**src/shared/ifd_defs.svh**
```systemverilog
`ifndef IFD_DEFS_SVH
`define IFD_DEFS_SVH
// instruction word width
`define IFD_INSN_W       14
// phases per instruction cycle
`define IFD_PHASES       3'h4
// field positions
`define IFD_OP_HI        13
`define IFD_BYTE_OP_LO   8
`define IFD_BYTE_D_POS   7
`define IFD_BIT_OP_LO    10
`define IFD_BIT_B_HI     9
`define IFD_BIT_B_LO     7
`define IFD_LIT_OP_LO    8
`define IFD_JMP_OP_LO    11
`define IFD_FILE_HI      6
`define IFD_LIT8_HI      7
`define IFD_LIT11_HI     10
// top-two-bit class codes
`define IFD_CLS_BYTE     2'h0
`define IFD_CLS_BIT      2'h1
`define IFD_CLS_LIT      2'h3
`define IFD_CLS_JMP      2'h2
// destination select value meaning file register
`define IFD_DEST_FILE    1'h1
// reset value of the nop flag
`define IFD_NOP_RST      1'h0
`endif

```
**src/shared/ifd_pkg.sv**
```systemverilog
package ifd_pkg;
  // operand format of a decoded word
  typedef enum logic [1:0] {
    IFD_FMT_BYTE,
    IFD_FMT_BIT,
    IFD_FMT_LIT,
    IFD_FMT_JMP
  } ifd_fmt_e;

  // decoded instruction fields
  typedef struct packed {
    ifd_fmt_e    fmt;        // operand format
    logic [5:0]  opcode;     // opcode, right aligned
    logic        dest_file;  // 1: result to file register, 0: to accumulator
    logic [2:0]  bit_num;    // bit number for bit format
    logic [6:0]  file_addr;  // file register address
    logic [7:0]  lit8;       // general literal
    logic [10:0] lit11;      // branch literal
  } ifd_dec_s;
endpackage : ifd_pkg

```
**src/rtl/ifd_decoder.sv**
```systemverilog
`timescale 1ns/100ps
`default_nettype none
`include "ifd_defs.svh"

module ifd_decoder (
  input  wire logic                    clk_sys_i,     // core clock
  input  wire logic                    rstn_i,        // sync reset, active low
  input  wire logic [`IFD_INSN_W-1:0]  insn_i,        // fetched word
  input  wire logic                    insn_valid_i,  // word present at last phase (3)
  input  wire logic                    branch_i,      // executing word taken or pc changed
  output logic                         fetch_o,       // pulse: take next word
  output logic [1:0]                   phase_o,       // current phase
  output logic                         cyc_end_o,     // pulse on last phase
  output logic                         nop_o,         // current cycle is forced nop
  output logic                         exec_o,        // valid decode executing
  output ifd_pkg::ifd_dec_s            dec_o          // decoded fields
);

  // phase counter
  logic [2:0]         ph_r;
  logic [2:0]         ph_nxt;
  // pending forced nop, active word flags
  logic               nop_r;
  logic               nop_nxt;
  logic               exec_r;
  logic               exec_nxt;
  ifd_pkg::ifd_dec_s  dec_r;
  logic               fetch_r;
  logic               cend_r;

  // decode function, used for the issuing word
  function automatic ifd_pkg::ifd_dec_s decode(input logic [`IFD_INSN_W-1:0] w);
    ifd_pkg::ifd_dec_s d;
    d = '0;
    // operand fields are cut out unconditionally; the format picks which matter
    d.file_addr = w[`IFD_FILE_HI:0];
    d.bit_num   = w[`IFD_BIT_B_HI:`IFD_BIT_B_LO];
    d.lit8      = w[`IFD_LIT8_HI:0];
    d.lit11     = w[`IFD_LIT11_HI:0];
    d.dest_file = w[`IFD_BYTE_D_POS];
    // class lives in the top two bits of every word
    case (w[13:12])
      // byte format: six opcode bits fill the field exactly
      `IFD_CLS_BYTE: begin
        d.fmt    = ifd_pkg::IFD_FMT_BYTE;
        d.opcode = w[`IFD_OP_HI:`IFD_BYTE_OP_LO];
      end
      // bit format: four opcode bits, right aligned
      `IFD_CLS_BIT: begin
        d.fmt    = ifd_pkg::IFD_FMT_BIT;
        d.opcode = {2'h0, w[`IFD_OP_HI:`IFD_BIT_OP_LO]};
      end
      // call and jump: three opcode bits, eleven-bit target
      `IFD_CLS_JMP: begin
        d.fmt    = ifd_pkg::IFD_FMT_JMP;
        d.opcode = {3'h0, w[`IFD_OP_HI:`IFD_JMP_OP_LO]};
      end
      // general literal and control words
      default: begin
        d.fmt    = ifd_pkg::IFD_FMT_LIT;
        d.opcode = w[`IFD_OP_HI:`IFD_LIT_OP_LO];
      end
    endcase
    // dest bit only meaningful for byte format; others ignore it
    if (d.fmt != ifd_pkg::IFD_FMT_BYTE) begin
      d.dest_file = 1'h0;
    end
    // bit number only meaningful for bit format
    if (d.fmt != ifd_pkg::IFD_FMT_BIT) begin
      d.bit_num = 3'h0;
    end
    return d;
  endfunction : decode

  // phase and cycle decode
  // executing word asked for a nop follow-up cycle
  wire nop_nxt_gate = exec_r && branch_i;
  // last phase of the instruction cycle
  wire last_ph      = (ph_r == (`IFD_PHASES - 3'h1));
  // a word is taken only when offered and not refused
  wire issue_ok     = last_ph && insn_valid_i && !nop_nxt_gate;
  // counter steps every clock and wraps at the boundary
  assign ph_nxt   = last_ph ? 3'h0 : (ph_r + 3'h1);
  // next cycle is nop when the executing word branched
  assign nop_nxt  = last_ph ? nop_nxt_gate : nop_r;
  assign exec_nxt = last_ph ? issue_ok : exec_r;

  // phase counter and sequencing flags
  always_ff @(posedge clk_sys_i) begin
    if (!rstn_i) begin
      ph_r   <= 3'h0;
      nop_r  <= `IFD_NOP_RST;
      exec_r <= 1'h0;
    end else begin
      ph_r   <= ph_nxt;
      nop_r  <= nop_nxt;
      exec_r <= exec_nxt;
    end
  end

  // decoded word latched at cycle boundary
  always_ff @(posedge clk_sys_i) begin
    if (!rstn_i) begin
      dec_r <= '0;
    end else if (last_ph) begin
      dec_r <= issue_ok ? decode(insn_i) : '0;
    end
  end

  // pulse outputs registered
  always_ff @(posedge clk_sys_i) begin
    if (!rstn_i) begin
      fetch_r <= 1'h0;
      cend_r  <= 1'h0;
    end else begin
      fetch_r <= (ph_nxt == (`IFD_PHASES - 3'h2));
      cend_r  <= (ph_nxt == (`IFD_PHASES - 3'h1));
    end
  end

  // outputs are the registers themselves, no logic behind them
  assign phase_o   = ph_r[1:0];
  assign fetch_o   = fetch_r;
  assign cyc_end_o = cend_r;
  assign nop_o     = nop_r;
  assign exec_o    = exec_r;
  assign dec_o     = dec_r;
endmodule : ifd_decoder
`default_nettype wire

```
**config.mk**
```make
export PLATFORM = sky130hd
export DESIGN_NAME = ifd_decoder
export DESIGN_NICKNAME = d
export VERILOG_FILES = /design/src/shared/ifd_pkg.sv /design/src/rtl/ifd_decoder.sv
export VERILOG_INCLUDE_DIRS = /design/src /design/src/shared
export SDC_FILE = /design/constraint.sdc
export NUM_CORES = 1
export LEC_CHECK = 0
export ABC_AREA = 1
export BUFFER_PORTS_ARGS = -buffer_cell sky130_fd_sc_hd__buf_2
export CAP_MARGIN = 15
export CORE_MARGIN = 2
export CORE_UTILIZATION = 30
export CTS_BUF_LIST = sky130_fd_sc_hd__clkbuf_4 sky130_fd_sc_hd__clkbuf_8
export DETAILED_ROUTE_END_ITERATION = 7
export PLACE_DENSITY = 0.64
export SLEW_MARGIN = 0
export SYNTH_ARGS = -nofsm -noshare
export SYNTH_HDL_FRONTEND = slang
export SYNTH_SLANG_ARGS = --single-unit
```
**constraint.sdc**
```tcl
create_clock -name clk_sys_i -period 1.3 [get_ports clk_sys_i]
set_input_delay 0.325 -clock clk_sys_i [delete_from_list [all_inputs] [get_ports clk_sys_i]]
set_output_delay 0.325 -clock clk_sys_i [all_outputs]
set_load 0.05 [all_outputs]
```
Word-level counts from Yosys, hierarchy flattened:

Index checks and enable logic that the tools add are counted.

* $add $sub $neg: 1
* reduce and logical (&&, ||, !) cells: 6
* mux-type cells: 7
* equality and inequality tests: 6

Operator list (number)
* $mux 38: 1
* $pmux 8 s3: 1
* $mux 8: 2
* $eq 3x2->1 const B: 3
* $mux 3: 2
* $add 3x1->3 const B: 1
* $logic_and 1x1->1: 3
* $eq 2x1->1 const B: 1
* $eq 2x2->1 const B: 1
* $logic_not 2->1: 1
* $ne 2x1->1 const B: 1
* $reduce_bool 2->1: 1
* $logic_not 1->1: 1
* $mux 1: 1

* bits of input ports: 18
* flip-flop bits (word level): 45

Longest topological paths before layout:

* word-level depth: 7
* depth in mapped cells: 8
* mapped depth without buffers: 8

Least setup slack after synthesis:

OpenSTA, ideal clock, no wires.

* path kind: reg-to-reg
* start point: register exec_r (netlist: exec_o)
* end point: register exec_r (netlist: exec_o)
* setup time: 0.128 ns
* stages on the path, launching flop included: 7
* arrival: 1.193 ns
* setup slack: -0.020 ns
* data required time: 1.172 ns
* cells stage by stage: dfxtp_1 nand2_1 nand2_1 nor2_4 buf_6 a21oi_1 nor2_1

* cells in the longest elaborated chain, start to end: 3

RTL lines
* start, declared: line ifd_decoder.sv:25 `logic exec_r;`
* start signal, assigned: line ifd_decoder.sv:97 `exec_r <= exec_nxt;`
* $logic_and 1x1->1: line ifd_decoder.sv:77 `wire nop_nxt_gate = exec_r && branch_i;`
* $logic_not 1->1: line ifd_decoder.sv:81 `wire issue_ok = last_ph && insn_valid_i && !nop_nxt_gate;`
* $logic_and 1x1->1: line ifd_decoder.sv:81

Every way passes these cells.
A chain may end at the register's enable or synchronous reset.

Worst setup path in the final report:

* start point: register dec_r (netlist bit dec_o[20])
* end point: output port dec_o[20] (netlist name)

RTL lines
* start, declared: line ifd_decoder.sv:27 `ifd_pkg::ifd_dec_s dec_r;`
* start signal, assigned: line ifd_decoder.sv:106 `dec_r <= issue_ok ? decode(insn_i) : '0;`
* end, declared: line ifd_decoder.sv:16 `output ifd_pkg::ifd_dec_s dec_o`

No word-level cell between the ends.

==> run metrics <==
Port Buffer Count=61; area of the multi-input gates=~540 um2; Critical Path AT=roughly 0.92 ns; Initial DRT Pass Iterations=4; non-filler cells, final=272; Net Sw Frac=28.4%; CTS Buf Count=5; sequential share of power=approximately 45%; Final Setup Violations=0; Iteration-0 DRC Markers=21; Synth Cell Area=around 1300 um2; Layout Nets=~240; share of power burned in combinational logic=between 10% and 20%; post-route DRC violation count=0; unrepaired setup endpoints after global routing=yes; CP Buf/Inv Count=1; vias post-DR=between 1k and 1.5k; fin. max-slew vios=0; clk sinks=29; post-synthesis sequential area ratio=between 40% and 50%; Int Pwr=0.00148 W; CORE AREA=between 4000 and 5000 um2; # placed instances=roughly 260; Hold Buf Count CTS=0; postcts setup bufs=0; Longest Clk Path Bufs=2; family with the most delay on the worst path=flip-flops; CP Class=flip-flop to output pin; part of the cycle the worst path needs=95.8%; root buffer cell=clkbuf_8; worst hold path class=input port to flip-flop; clock skew=0.00198 ns; GRT Resource Usage Total=12.5%; Max Cap Viol=0; routed wire length=slightly above 3 mm; largest net degree at the start of global routing=19; Ys Warns=0; Worst-path clk slew=0.06 ns; Post-Synthesis Cells=166; die span in y=roughly 70 um; remaining global-route overflow=0; FMAX=between 800 and 900 MHz; Final Hold Viols=0; switching power of the nets=between 0.0005 and 0.0006 W; FP Rows=24; VDD IR max=0.473 mV; CP max stage cell=dfxtp_1; Layout Utilization=between 40 and 50%; syn_area_per_cell=a little under 8 um2; initial antenna violation count=0; Starting Density=30.7%; power share of the clock group=between 30% and 40%; Yosys reg bits=29; die width=roughly 70 um; CP endpoint kind=output pin; critical path startpoint category=flip-flop; vias in the first global route=989; Synth Net Count=190; critical path peak fanout=4; minimum clock period=roughly 1.2 ns; setup tns final=0 ns; leakage=about 0.86 nW; routability cong.=~0.86; Max H-tree Level=2; post-route ant nets=0; first-pass GRT wire length=between 4 and 5 mm; I/O pins=just over 60; Wirelength per Cell=roughly 11 um; Detail Placement HPWL=2.20 mm; share of layout cells above drive strength 1=40.9%; critical path required time=around 1 ns; Cell Pwr Density=~1200 nW/um2; clk_lat worst skew=roughly 0.27 ns; vias per inst=around 4.4; worst-path cell chain=buf_2; max_slew headroom=between 80 and 90%; Fillers=466; outcome=finished clean; Netlist cell types=19; CTS tree=done; Area Growth Syn to Fin=34.3%; Reg area=584 um2; Worst path max stage delay=around 0.37 ns; n_diodes=0; worst-margin pin slew=approximately 0.26 ns; die area=4900 um2
Yosys cell counts (all sizes together):
master   n  area [um2]
a21oi   24         128
buf     22         168
clkbuf   2        7.51
dfxtp   29         581
ha       6        75.1
inv      7        26.3
nand2   57         216
nand3    5        35.0
nor2     6        30.0
nor3     1        5.00
o21ai    6        30.0
or2      1        6.26
cell usage in the layout (no fill, tap or decap):
cell type / count
dfxtp_2: 3
buf_12: 2
nor3_1: 1
a21oi_1: 22
o21ai_0: 6
nor2_4: 1
clkbuf_16: 2
a21oi_2: 2
or2_2: 1
ha_4: 1
nand2_1: 56
nand3_1: 3
clkbuf_8: 6
inv_2: 1
nand3_2: 2
buf_2: 60
nand2_4: 1
ha_1: 5
clkbuf_4: 1
dfxtp_1: 26
inv_1: 6
buf_6: 1
nor2_1: 5
buf_4: 6
power groups by stage:
stage	clock network, W	registers, W	logic (W)
after global placement	0	0.000952	0.000367
after global routing	0.000838	0.000942	0.000420
final	0.000746	0.000939	0.000387
after CTS	0.000791	0.000933	0.000370
after detailed placement	0	0.000953	0.000368
after floorplan	0	0.00103	0.000197
final cells by class:
cell class / instances / area share, %
Multi-Input combinational cell: 106 / 30.9
Timing Repair Buffer: 71 / 25.4
Tap cell: 52 / 3.71
Sequential cell: 29 / 33.3
Clock buffer: 7 / 5.13
Inverter: 7 / 1.50
state kept, by name, summed over array words and instances, names as in the netlist:
| register | flops |
|---|---|
| dec_o | 22 |
| ph_r | 3 |
| cyc_end_o | 1 |
| exec_o | 1 |
| fetch_o | 1 |
| nop_o | 1 |
metal layers:
layer / vias to the layer above / routed length [um] / track usage, %
met4: 0 / 58 / 5.77
met1: 525 / 1430 / 15.8
met2: 46 / 1360 / 18.3
met5: - / 0 / 0
met3: 4 / 231 / 5.63
li1: 617 / - / -
kinds of logic after synthesis:
family | after synthesis | share of synthesized area [%]
AO/OA/AOI/OAI | 30 | 12.1
adder cells (fa/ha/maj) | 6 | 5.74
buffers and inverters | 31 | 15.4
flip-flops | 29 | 44.4
AND/OR/NAND/NOR | 70 | 22.4
per-stage QoR:
| step | hold WS (ns) | setup WS [ns] | area, um2 | power (W) |
|---|---|---|---|---|
| after detailed placement | 0.452 | 0.0473 | 1590 | 0.00132 |
| after floorplan | 0.441 | 0.0419 | 1310 | 0.00123 |
| after CTS | 0.279 | 0.0310 | 1680 | 0.00209 |
| after global placement | 0.452 | 0.0676 | 1590 | 0.00132 |
| final | 0.296 | 0.0546 | 1760 | 0.00207 |
| after global routing | 0.288 | -0.00849 | 1760 | 0.00220 |
worst paths after layout:
kind	from	depth (start not counted)	slack, ns	endpoint
setup reg to reg	ph_r[1]$_SDFF_PN0_	6	0.09	dec_o[37]$_SDFFE_PN0N_
setup / recovery	dec_o[20]$_SDFFE_PN0N_	1	0.05	dec_o[20]
hold reg to reg	dec_o[28]$_SDFFE_PN0N_	2	0.46	dec_o[28]$_SDFFE_PN0N_
hold / removal	insn_i[1]	3	0.30	dec_o[20]$_SDFFE_PN0N_
repair_timing:
action | CTS | global route
cloned | 0 | 2
endpoints found under the hold margin | 0 | 0
pin swaps | 0 | 3
gates resized for setup | 1 | 6
setup endpoints to repair | 1 | 7
(Power assumes the default switching activity.)
